[src/core/spi_queue_cfg.svh]
// Constants of the queued serial RAM block: map, fields, reset values, timing
// Function
// - Completed pointer moves only after full completion
// - Pointer keeps old value during first command
// - Eighty-byte RAM shared by bus and engine
// - Engine contention adds one or two waits
// - Byte/word/long access; aligned word indivisible
// - Bus part waits while the engine fetches or stores
// - Long or split access done in two parts
// - RAM holds receive, transmit and command regions
// - Queue runs alone, then sets finished flag
// - Receive words stored right-aligned from bit zero
// - Receive bits above length cleared on completion
// - Engine never writes the transmit region
// - Command bytes read in master only, unmodified
// - Command byte fields: hold, length, delays, selects; the code ignores both delay bits
// - Entries run in order from first to last
// - Select pattern bits driven directly onto pins
// - Pin data sets idle and unassigned selects
// - Hold zero returns selects to pin data
// - Hold one, same pattern: selects stay driven
// - Hold one, new pattern: old kept until switch
// - Completion compares pointer with last entry
// - Bus writes cannot change completed pointer
`ifndef SPI_QUEUE_CFG_SVH
`define SPI_QUEUE_CFG_SVH

`define RAM_BYTES       80
`define RX_BASE         0
`define TX_BASE         32
`define CMD_BASE        64
`define ADR_CTRL        8'h80
`define ADR_PINS        8'h84
`define ADR_STATUS      8'h88

`define CMD_HOLD        7
`define CMD_LEN_SEL     6
`define CMD_POST_DLY    5
`define CMD_SEL_DLY     4

`define PCS_OE_N_RST    4'hf
`define LEN_DEFAULT     5'h08

`define CLK_NS          10
`define SCK_HALF_NS     80
`define SCK_HALF_CYC    (`SCK_HALF_NS / `CLK_NS)

`endif

[src/core/spi_queue_pkg.sv]
// Types of the queued serial RAM block
package spi_queue_pkg;

    typedef enum logic [2:0] {
        ST_IDLE  = 3'b000,
        ST_FETCH = 3'b001,
        ST_SETUP = 3'b010,
        ST_SHIFT = 3'b011,
        ST_STORE = 3'b100
    } eng_state_t;

    typedef struct packed {
        logic        cyc;
        logic        stb;
        logic        we;
        logic [3:0]  sel;
        logic [7:0]  adr;
        logic [31:0] dat;
    } wb_req_t;

    typedef struct packed {
        logic       enable;
        logic       wrap;
        logic [3:0] first;
        logic [3:0] last;
        logic [3:0] bits;
    } queue_ctrl_t;

    typedef struct packed {
        logic [3:0] data;
        logic [3:0] assign_q;
        logic [3:0] dir;
    } pin_regs_t;

    typedef struct packed {
        logic [79:0][7:0] mem;
        queue_ctrl_t      ctrl;
        pin_regs_t        pins;
        logic             finished;
        logic [3:0]       cpt;
        logic             jump;
        eng_state_t       st;
        logic [3:0]       ptr;
        logic [7:0]       cmd;
        logic [4:0]       len;
        logic [15:0]      sh;
        logic [15:0]      rx;
        logic [3:0]       div;
        logic [4:0]       bitn;
        logic             sck;
        logic             mosi;
        logic             sel_on;
        logic [3:0]       pat;
        logic             miso1;
        logic             miso2;
        logic [1:0]       part;
        logic             ack;
        logic [31:0]      rdat;
        logic [3:0]       pcs;
        logic [3:0]       pcs_oe_n;
    } core_state_t;

endpackage : spi_queue_pkg

[src/core/spi_queue_ram.sv]
// Queued serial master: shared queue RAM, Wishbone slave and select pin control
`timescale 1ns/10ps
`default_nettype none
`include "spi_queue_cfg.svh"

module spi_queue_ram #(
    parameter int SCK_HALF = `SCK_HALF_CYC
) (
    input  wire logic                    clk_sys,  // System clock
    input  wire logic                    rst,      // Synchronous reset
    input  wire spi_queue_pkg::wb_req_t  wb_i,     // Wishbone request
    output var  logic [31:0]             wb_dat_o, // Wishbone read data
    output var  logic                    wb_ack_o, // Wishbone acknowledge
    output var  logic                    sck_o,    // Serial clock
    output var  logic                    mosi_o,   // Serial data out
    input  wire logic                    miso_i,   // Serial data in
    output var  logic [3:0]              pcs_o,    // Select pin levels
    output var  logic [3:0]              pcs_oe_n  // Select pin drive, low drives
);

    if (SCK_HALF < 1 || SCK_HALF > 16) begin : g_chk
        $error("SCK_HALF must lie in 1..16");
    end

    spi_queue_pkg::core_state_t s;
    spi_queue_pkg::core_state_t next_s;

    logic       req;
    logic       in_ram;
    logic       eng_ram;
    logic [1:0] need;
    logic [6:0] base;

    assign req     = wb_i.cyc && wb_i.stb && !s.ack;
    assign in_ram  = wb_i.adr < 8'(`RAM_BYTES);
    // Engine owns the RAM for one whole cycle in fetch and store
    assign eng_ram = (s.st == spi_queue_pkg::ST_FETCH) ||
                     (s.st == spi_queue_pkg::ST_STORE);
    assign need    = {|wb_i.sel[3:2], |wb_i.sel[1:0]};
    assign base    = {wb_i.adr[6:2], 2'b00};

    always_comb begin
        logic [6:0]  a;
        logic        pick;
        logic        half;
        logic [15:0] tx;
        logic [16:0] mask;
        logic [15:0] rxm;
        logic [4:0]  blen;
        logic        jreq;
        jreq = 1'b0;
        a    = 7'h00;
        pick = 1'b0;
        half = 1'b0;
        tx   = 16'h0000;
        mask = 17'h00000;
        rxm  = 16'h0000;
        blen = 5'h00;
        next_s       = s;
        next_s.miso1 = miso_i;
        next_s.miso2 = s.miso1;
        next_s.ack   = 1'b0;

        // Bus side
        if (req && in_ram) begin
            // An access is split into halfword parts; each part is a single
            // RAM cycle, so the engine can slip in only between parts
            if (!eng_ram) begin
                if (need[0] && !s.part[0]) begin
                    pick = 1'b1;
                    half = 1'b0;
                end else if (need[1] && !s.part[1]) begin
                    pick = 1'b1;
                    half = 1'b1;
                end
            end
            if (pick) begin
                next_s.part[half] = 1'b1;
                for (int k = 0; k < 2; k++) begin
                    a = base + 7'({half, 1'b0}) + 7'(k);
                    if (wb_i.we && wb_i.sel[{half, 1'(k)}]) begin
                        next_s.mem[a] = wb_i.dat[{half, 1'(k), 3'b000} +: 8];
                    end
                end
            end
            if ((next_s.part | ~need) == 2'b11) begin
                next_s.ack  = 1'b1;
                next_s.part = 2'b00;
                // Read data moves only with ack, so it stands until the next answer
                for (int k = 0; k < 4; k++) begin
                    next_s.rdat[8*k +: 8] = s.mem[base + 7'(k)];
                end
            end
        end else if (req) begin
            next_s.ack  = 1'b1;
            next_s.rdat = 32'h00000000;
            case (wb_i.adr & 8'hfc)
                `ADR_CTRL: begin
                    next_s.rdat = {16'h0000, s.ctrl.bits, s.ctrl.last,
                                   s.ctrl.first, 2'b00, s.ctrl.wrap, s.ctrl.enable};
                    if (wb_i.we && wb_i.sel[0]) begin
                        next_s.ctrl.enable = wb_i.dat[0];
                        next_s.ctrl.wrap   = wb_i.dat[1];
                        next_s.ctrl.first  = wb_i.dat[7:4];
                        if (s.st != spi_queue_pkg::ST_IDLE &&
                            wb_i.dat[7:4] != s.ctrl.first) begin
                            next_s.jump = 1'b1;
                            jreq        = 1'b1;
                        end
                    end
                    if (wb_i.we && wb_i.sel[1]) begin
                        next_s.ctrl.last = wb_i.dat[11:8];
                        next_s.ctrl.bits = wb_i.dat[15:12];
                    end
                end
                `ADR_PINS: begin
                    next_s.rdat = {12'h000, s.pins.dir, 4'h0, s.pins.assign_q,
                                   4'h0, s.pins.data};
                    if (wb_i.we && wb_i.sel[0]) begin
                        next_s.pins.data = wb_i.dat[3:0];
                    end
                    if (wb_i.we && wb_i.sel[1]) begin
                        next_s.pins.assign_q = wb_i.dat[11:8];
                    end
                    if (wb_i.we && wb_i.sel[2]) begin
                        next_s.pins.dir = wb_i.dat[19:16];
                    end
                end
                `ADR_STATUS: begin
                    next_s.rdat = {23'h000000, s.st != spi_queue_pkg::ST_IDLE,
                                   s.cpt, 3'b000, s.finished};
                    // Only the flag clears here; the pointer field is read-only
                    if (wb_i.we && wb_i.sel[0] && !wb_i.dat[0]) begin
                        next_s.finished = 1'b0;
                    end
                end
                default: begin
                    next_s.rdat = 32'h00000000;
                end
            endcase
        end

        // Serial engine
        case (s.st)
            spi_queue_pkg::ST_IDLE: begin
                next_s.sck    = 1'b0;
                next_s.sel_on = 1'b0;
                if (s.ctrl.enable) begin
                    next_s.st   = spi_queue_pkg::ST_FETCH;
                    next_s.ptr  = s.ctrl.first;
                    next_s.jump = 1'b0;
                end
            end
            spi_queue_pkg::ST_FETCH: begin
                // Command and transmit bytes are only read here
                next_s.cmd = s.mem[7'(`CMD_BASE) + 7'(s.ptr)];
                tx = {s.mem[7'(`TX_BASE) + {2'b00, s.ptr, 1'b1}],
                      s.mem[7'(`TX_BASE) + {2'b00, s.ptr, 1'b0}]};
                blen = (s.ctrl.bits == 4'h0) ? 5'h10 :
                       (s.ctrl.bits < 4'h8) ? `LEN_DEFAULT : {1'b0, s.ctrl.bits};
                next_s.len = next_s.cmd[`CMD_LEN_SEL] ? blen : `LEN_DEFAULT;
                next_s.sh     = tx << (5'h10 - next_s.len);
                next_s.rx     = 16'h0000;
                next_s.div    = 4'h0;
                next_s.bitn   = 5'h00;
                // With hold set the old pattern is kept up to this switch
                next_s.pat    = next_s.cmd[3:0];
                next_s.sel_on = 1'b1;
                next_s.st     = spi_queue_pkg::ST_SETUP;
            end
            spi_queue_pkg::ST_SETUP: begin
                next_s.mosi = s.sh[15];
                next_s.div  = s.div + 4'h1;
                if (s.div == 4'(SCK_HALF - 1)) begin
                    next_s.div = 4'h0;
                    next_s.st  = spi_queue_pkg::ST_SHIFT;
                end
            end
            spi_queue_pkg::ST_SHIFT: begin
                next_s.div = s.div + 4'h1;
                if (s.div == 4'(SCK_HALF - 1)) begin
                    next_s.div = 4'h0;
                    next_s.sck = !s.sck;
                    if (!s.sck) begin
                        // Shift in from the bottom keeps the word right-aligned
                        next_s.rx = {s.rx[14:0], s.miso2};
                    end else if (s.bitn == s.len - 5'h01) begin
                        next_s.st = spi_queue_pkg::ST_STORE;
                    end else begin
                        next_s.bitn = s.bitn + 5'h01;
                        next_s.sh   = {s.sh[14:0], 1'b0};
                        next_s.mosi = s.sh[14];
                    end
                end
            end
            spi_queue_pkg::ST_STORE: begin
                mask = (17'h00001 << s.len) - 17'h00001;
                rxm  = s.rx & mask[15:0];
                next_s.mem[7'(`RX_BASE) + {2'b00, s.ptr, 1'b0}] = rxm[7:0];
                next_s.mem[7'(`RX_BASE) + {2'b00, s.ptr, 1'b1}] = rxm[15:8];
                // Pointer moves in the same cycle as the receive word lands
                next_s.cpt    = s.ptr;
                next_s.sel_on = s.cmd[`CMD_HOLD];
                if (s.ptr == s.ctrl.last) begin
                    next_s.finished = 1'b1;
                    if (s.ctrl.wrap) begin
                        next_s.ptr = s.ctrl.first;
                        next_s.st  = spi_queue_pkg::ST_FETCH;
                    end else begin
                        next_s.ctrl.enable = 1'b0;
                        next_s.st          = spi_queue_pkg::ST_IDLE;
                    end
                end else begin
                    next_s.ptr = s.jump ? s.ctrl.first : s.ptr + 4'h1;
                    next_s.st  = spi_queue_pkg::ST_FETCH;
                end
                // A first-pointer write in this very cycle must not be lost
                next_s.jump = jreq;
            end
            default: begin
                next_s.st = spi_queue_pkg::ST_IDLE;
            end
        endcase

        // Disabling stops at once, except that a store finishes first; the pins fall back to pin data
        if (!s.ctrl.enable && s.st != spi_queue_pkg::ST_IDLE &&
            s.st != spi_queue_pkg::ST_STORE) begin
            next_s.st     = spi_queue_pkg::ST_IDLE;
            next_s.sck    = 1'b0;
            next_s.sel_on = 1'b0;
        end

        // Select pins: one cycle behind the engine, always from flops
        for (int i = 0; i < 4; i++) begin
            next_s.pcs[i] = (s.ctrl.enable && s.pins.assign_q[i] && s.sel_on) ?
                            s.pat[i] : s.pins.data[i];
        end
        next_s.pcs_oe_n = ~s.pins.dir;
    end

    always_ff @(posedge clk_sys) begin
        if (rst) begin
            s          <= '0;
            s.pcs_oe_n <= `PCS_OE_N_RST;
        end else begin
            s <= next_s;
        end
    end

    assign wb_dat_o = s.rdat;
    assign wb_ack_o = s.ack;
    assign sck_o    = s.sck;
    assign mosi_o   = s.mosi;
    assign pcs_o    = s.pcs;
    assign pcs_oe_n = s.pcs_oe_n;

endmodule : spi_queue_ram
`default_nettype wire

[config.mk]
export PLATFORM = sky130hd
export DESIGN_NAME = spi_queue_ram
export DESIGN_NICKNAME = d
export VERILOG_FILES = /design/src/core/spi_queue_pkg.sv /design/src/core/spi_queue_ram.sv
export VERILOG_INCLUDE_DIRS = /design/src /design/src/core
export SDC_FILE = /design/constraint.sdc
export NUM_CORES = 2
export LEC_CHECK = 0
export BUFFER_PORTS_ARGS = -buffer_cell sky130_fd_sc_hd__buf_2
export CORE_ASPECT_RATIO = 1.25
export CORE_MARGIN = 5
export CORE_UTILIZATION = 30
export DETAILED_ROUTE_END_ITERATION = 8
export HOLD_SLACK_MARGIN = 0.15
export PLACE_DENSITY_LB_ADDON = 0.08
export SLEW_MARGIN = 25
export SYNTH_ARGS = -nofsm -noshare
export SYNTH_HDL_FRONTEND = slang
export SYNTH_SLANG_ARGS = --single-unit
[constraint.sdc]
create_clock -name clk_sys -period 3.66 [get_ports clk_sys]
set_input_delay 0.732 -clock clk_sys [delete_from_list [all_inputs] [get_ports clk_sys]]
set_output_delay 0.732 -clock clk_sys [all_outputs]
set_load 0.02 [all_outputs]
# == After elaboration in Yosys (flattened, before gate mapping) ==
# Cells that the tools add are included.
# word_totals
ff_bits,785
inputBits,50
out_inout_bits,43
# classes
addsub,14
n_lt_le_gt_ge,21
eq_ne,22
shifts,4
muxes,111
bitwise,6
n_reduce_logical,59
# ops
op,n
640-bit 2-to-1 mux,6
640-bit bitwise mux,4
641-bit 2-to-1 mux,1
8-bit binary-select mux with 7-bit select,6
8-bit demux with 7-bit select,2
8-bit 2-to-1 mux,13
"7-bit by 8-bit less-than comparator with 1-bit output, second input constant",9
33-bit 2-to-1 mux,2
8-bit demux with 4-bit select,2
32-bit one-hot mux with 2 select lines,1
32-bit by 6-bit variable part select with 8-bit output,2
20-bit one-hot mux with 3 select lines,1
27-bit 2-to-1 mux,2
16-bit 2-to-1 mux,3
43-bit 2-to-1 mux,1
8-bit binary-select mux with 5-bit select,1
35-bit 2-to-1 mux,1
1-bit 2-to-1 mux,34
5-bit 2-to-1 mux,6
4-bit 2-to-1 mux,7
4-bit AND reduction,7
1-bit logical AND,27
"6-bit == test, second input constant",3
16-bit bitwise AND,1
other kinds (57),95

# == Longest topological paths before layout ==
# depth
depth_word,22
mapped_depth,16
ltp_nobuf,14

# == Worst setup path before layout ==
# Ideal clock, no wire load.
# synth_timing
kind,register to register
from,reg s[107] in the netlist's numbering
to,reg s[89] in the netlist's numbering
setup_time_ps,95
t_arrival_ps,3111
setup_slack_ps,454
path_stages_with_launch,12
synth_period_minus_slack_ps,3206
cell_sequence,dfxtp_1 -> mux4_1 -> o22ai_1 -> o32a_1 -> buf_4 -> ha_1 -> buf_2 -> clkbuf_1 -> mux2_2 -> mux2i_1 -> nand2_1 -> a221oi_1
# synth_between
elab_chain_len,7
word_cells_on_any_way,13
classes_between,add/sub: 4; shift: 1; mux: 8
# synth_rtl
element,line,text
"start, declared",spi_queue_ram.sv:25,spi_queue_pkg::core_state_t s;
"start signal, assigned",spi_queue_ram.sv:246,s <= next_s;
7-bit by 4-bit adder with 7-bit output,spi_queue_ram.sv:156,next_s.cmd = s.mem[7'(`CMD_BASE) + 7'(s.ptr)];
8-bit binary-select mux with 7-bit select,spi_queue_ram.sv:156,
8-bit 2-to-1 mux,spi_queue_ram.sv:156,
5-bit 2-to-1 mux (no source line),--,
5-bit subtractor,spi_queue_ram.sv:162,next_s.sh = tx << (5'h10 - next_s.len);
16-bit by 5-bit << shifter with 16-bit output *,spi_queue_ram.sv:162,
32-bit one-hot mux with 2 select lines *,spi_queue_ram.sv:144,case (s.st)
# Every way passes the cells marked *; elsewhere a longest branch is shown, timed or not. The select of a mux whose other input is x is not followed.
# A chain may end at the register's enable or synchronous reset.

# == Final worst setup path ==
# Ends and elaborated chain as after synthesis.

==> results.toml <==
[placement]
place.gp.congestion = 0.861
dp_cells = 6125
portBuffers = 90
dp_hpwl_um = 116000

[outcome]
status = "finished clean"

[min_path]
min_path_cells = 2
min_from = "miso_i"
hold_end = "next_s[43]"
hold_path_class = "in -> reg"

[synth]
synthCells = 4486
yosysWarnings = 0
synth.area.mux_share_pct = 18.7
synthFlopType = "dfxtp_1"
synth_edf_count = 0
synth-simple-area-share_pct = 16.7
ys_seq_area_share_pct = 39.3
synth_area_per_cell_um2 = 8.83
async_flop_share_pct = 0
synth_top_family_by_area = "compound AO/OA/AOI/OAI gates"
ys_types = 68
synth_compound_area_share_pct = 18.9
synthTopCellsByCount = "dfxtp_1 (778), nor2_1 (688), nand2_1 (619)"
yosysTopAreaCell = "dfxtp_1"
synthesis.area_mm2 = 0.0396
synth_top_cell_area_share_pct = 39.3
synth-seq-cells = 778
synth_fp_nets = 4549
synthXorXnorAreaFrac_pct = 0.600
synth_most_common_cell = "dfxtp_1"
ys_top_cells_by_area = "dfxtp_1 (39%), mux4_2 (14%), nor2_1 (6.5%)"
synth_fa_ha_area_share_pct = 0.411

[critical_path]
cp_cell_sequence = "mux4_1 -> o22ai_1 -> o22ai_2 -> and2_1 -> nand2_1 -> ha_1 -> buf_4 -> mux2_2 -> mux2i_1 -> nand2_1 -> a221oi_1"
rr_worst_depth = 11
start_kind = "register"
rr_startpoint = "s[107]"
critical_path.reg2reg.endpoint = "s[89]"
cpMostUsedCell = "nand2_1"
required_ns = 4.28
crit_path_max_incr_delay_ns = 0.57
critPathKind = "reg -> reg"
critPathTopFamily = "multiplexers"
worstPathMaxFanout = 17
r2r_slack_ns = 0.28
crit_buf_inv = 1
worstSetupEndpointType = "register"
cp.arrival_ns = 4.00
crit_path_top_delay_cell = "mux4_1"

[sta]
rsz0062_at_grt = "false"
slew_headroom_pct = 26.9
slew_viol_final = 0
setup_violations = 0
min_period_ns = 3.38
max_slew.worst_pin.slew_ns = 1.09
fin_skew_ns = 0.0277
post-route-period-util_pct = 92.4
setup_tns_ns = 0
finalHoldViolCount = 0
max_freq_mhz = 296

[drt]
drt_first_pass_iters = 5
drc_errors = 0
antenna_left = 0
drt_iter0_markers = 3128
vias = 34200
drt_wl_total_um = 169000
via_per_inst = 5.43
routedWlPerCell_um = 26.8

[floorplan]
start_util_pct = 30.1
std_cell_rows = 149
dieHeight_um = 416
pin_count = 93
core_mm2 = 0.132
die_x_um = 335
dieArea_mm2 = 0.139

[clock_network]
numCtsBuffers = 91
cts_root_buf = "clkbuf_16"
clk_path_buf_depth = 3
cts_tree = "yes"
clock-sinks = 778
insertion_delay_ns = 0.71
htreeDepth = 3
clk_pin_slew_ns = 0.07

[global_route]
overflow = 0
grt_pass1_wl_um = 243000
antenna_found_initial = 9
grt_pass1_vias = 32600
grt_max_degree = 103
track_usage_pct = 23.5

[cells_and_area]
nets = 4545
final_cells = 6294
drive_above_1_share_pct = 19.1
syn2layout_area_growth_pct = 17.1
post-route-util_pct = 35.2

[flow_run]
cap_violations = 0

[pwr]
peakVddDrop_mv = 0.344
leakagePower_nw = 15.1
power_density_mw_per_mm2 = 417
-- logic make-up (layout without fill, tap and decap cells) --
logic type | Yosys count | in the layout
compound gates | 1158 | 1158
buf+inv | 491 | 560
flops | 778 | 778
simple gates | 1605 | 1605
xor+xnor | 25 | 25
fa+ha+maj | 13 | 13
other cells | 0 | 3
mux | 416 | 416
-- power by group --
group | internal (mW) | switching (mW)
Clock | 5.68 | 4.02
Combinational | 0.330 | 0.848
Sequential | 8.47 | 0.00657
-- layout make-up --
| cell class | count | area, µm² |
|---|---|---|
| tap | 1736 | 2170 |
| sequential | 778 | 15600 |
| clock inverter | 40 | 470 |
| antenna | 3 | 7.51 |
| fill | 13500 | 85200 |
| timing repair buffer | 378 | 3230 |
| multi-input combinational | 3217 | 22200 |
| inverter | 16 | 60.1 |
| clock buffer | 126 | 2640 |
-- repair_timing --
item	4_1_cts	5_1_grt
hold buffers	0	0
setup endpoints to repair	0	1
buffers inserted	0	0
resized for setup	0	1
-- routing by layer --
metal	share of wire [%]	track usage (%)	vias up
li1	-	-	16100
met1	45	32.5	16900
met2	47	38.5	989
met3	5.4	3.14	180
met4	2.9	6.70	0
met5	0	0	-
-- metrics by stage --
stage          total power, mW  setup slack, ns  area (µm²)  hold WS [ns]
6_report                  19.4            0.279       46400         0.298
5_1_grt                   19.9           0.0331       46400         0.322
4_1_cts                   19.6            0.250       46400         0.260
3_5_place_dp              9.85            0.286       43300         0.440
3_3_place_gp              9.85            0.302       43300         0.438
2_1_floorplan             9.25            0.454       39600         0.383
-- worst register-to-register path, stage by stage (launching register included) --
cell and delay [ns]:
dfxtp_4 0.44, mux4_1 0.57, o22ai_1 0.26, o22ai_2 0.20
and2_1 0.24, nand2_1 0.08, ha_1 0.20, buf_4 0.26
mux2_2 0.38, mux2i_1 0.29, nand2_1 0.11, a221oi_1 0.26
-- layout by cell type (no fill, tap or decap), types with 18 or more instances in the layout --
cell,n
clkinv_2,22
buf_4,242
buf_2,86
o211ai_1,259
nor3_1,23
nand2_1,619
a211oi_1,266
nor2_1,685
nor2_2,18
dfxtp_1,775
clkbuf_16,93
a22oi_1,53
nand2b_1,27
mux4_2,255
clkbuf_8,19
mux2i_1,131
nand3_1,112
nor2b_1,37
a21oi_1,483
buf_12,47
-- worst max-delay path by stage --
stage / start / cells after the start / endpoint
floorplan: s[107] / 11 / s[89]
global placement: s[107] / 11 / s[92]
detailed placement: s[107] / 11 / s[92]
CTS: s[108] / 11 / s[89]
global route: s[106] / 11 / s[89]
finish: s[107] / 11 / s[89]
Note: power is estimated with default switching activity, not from simulation.
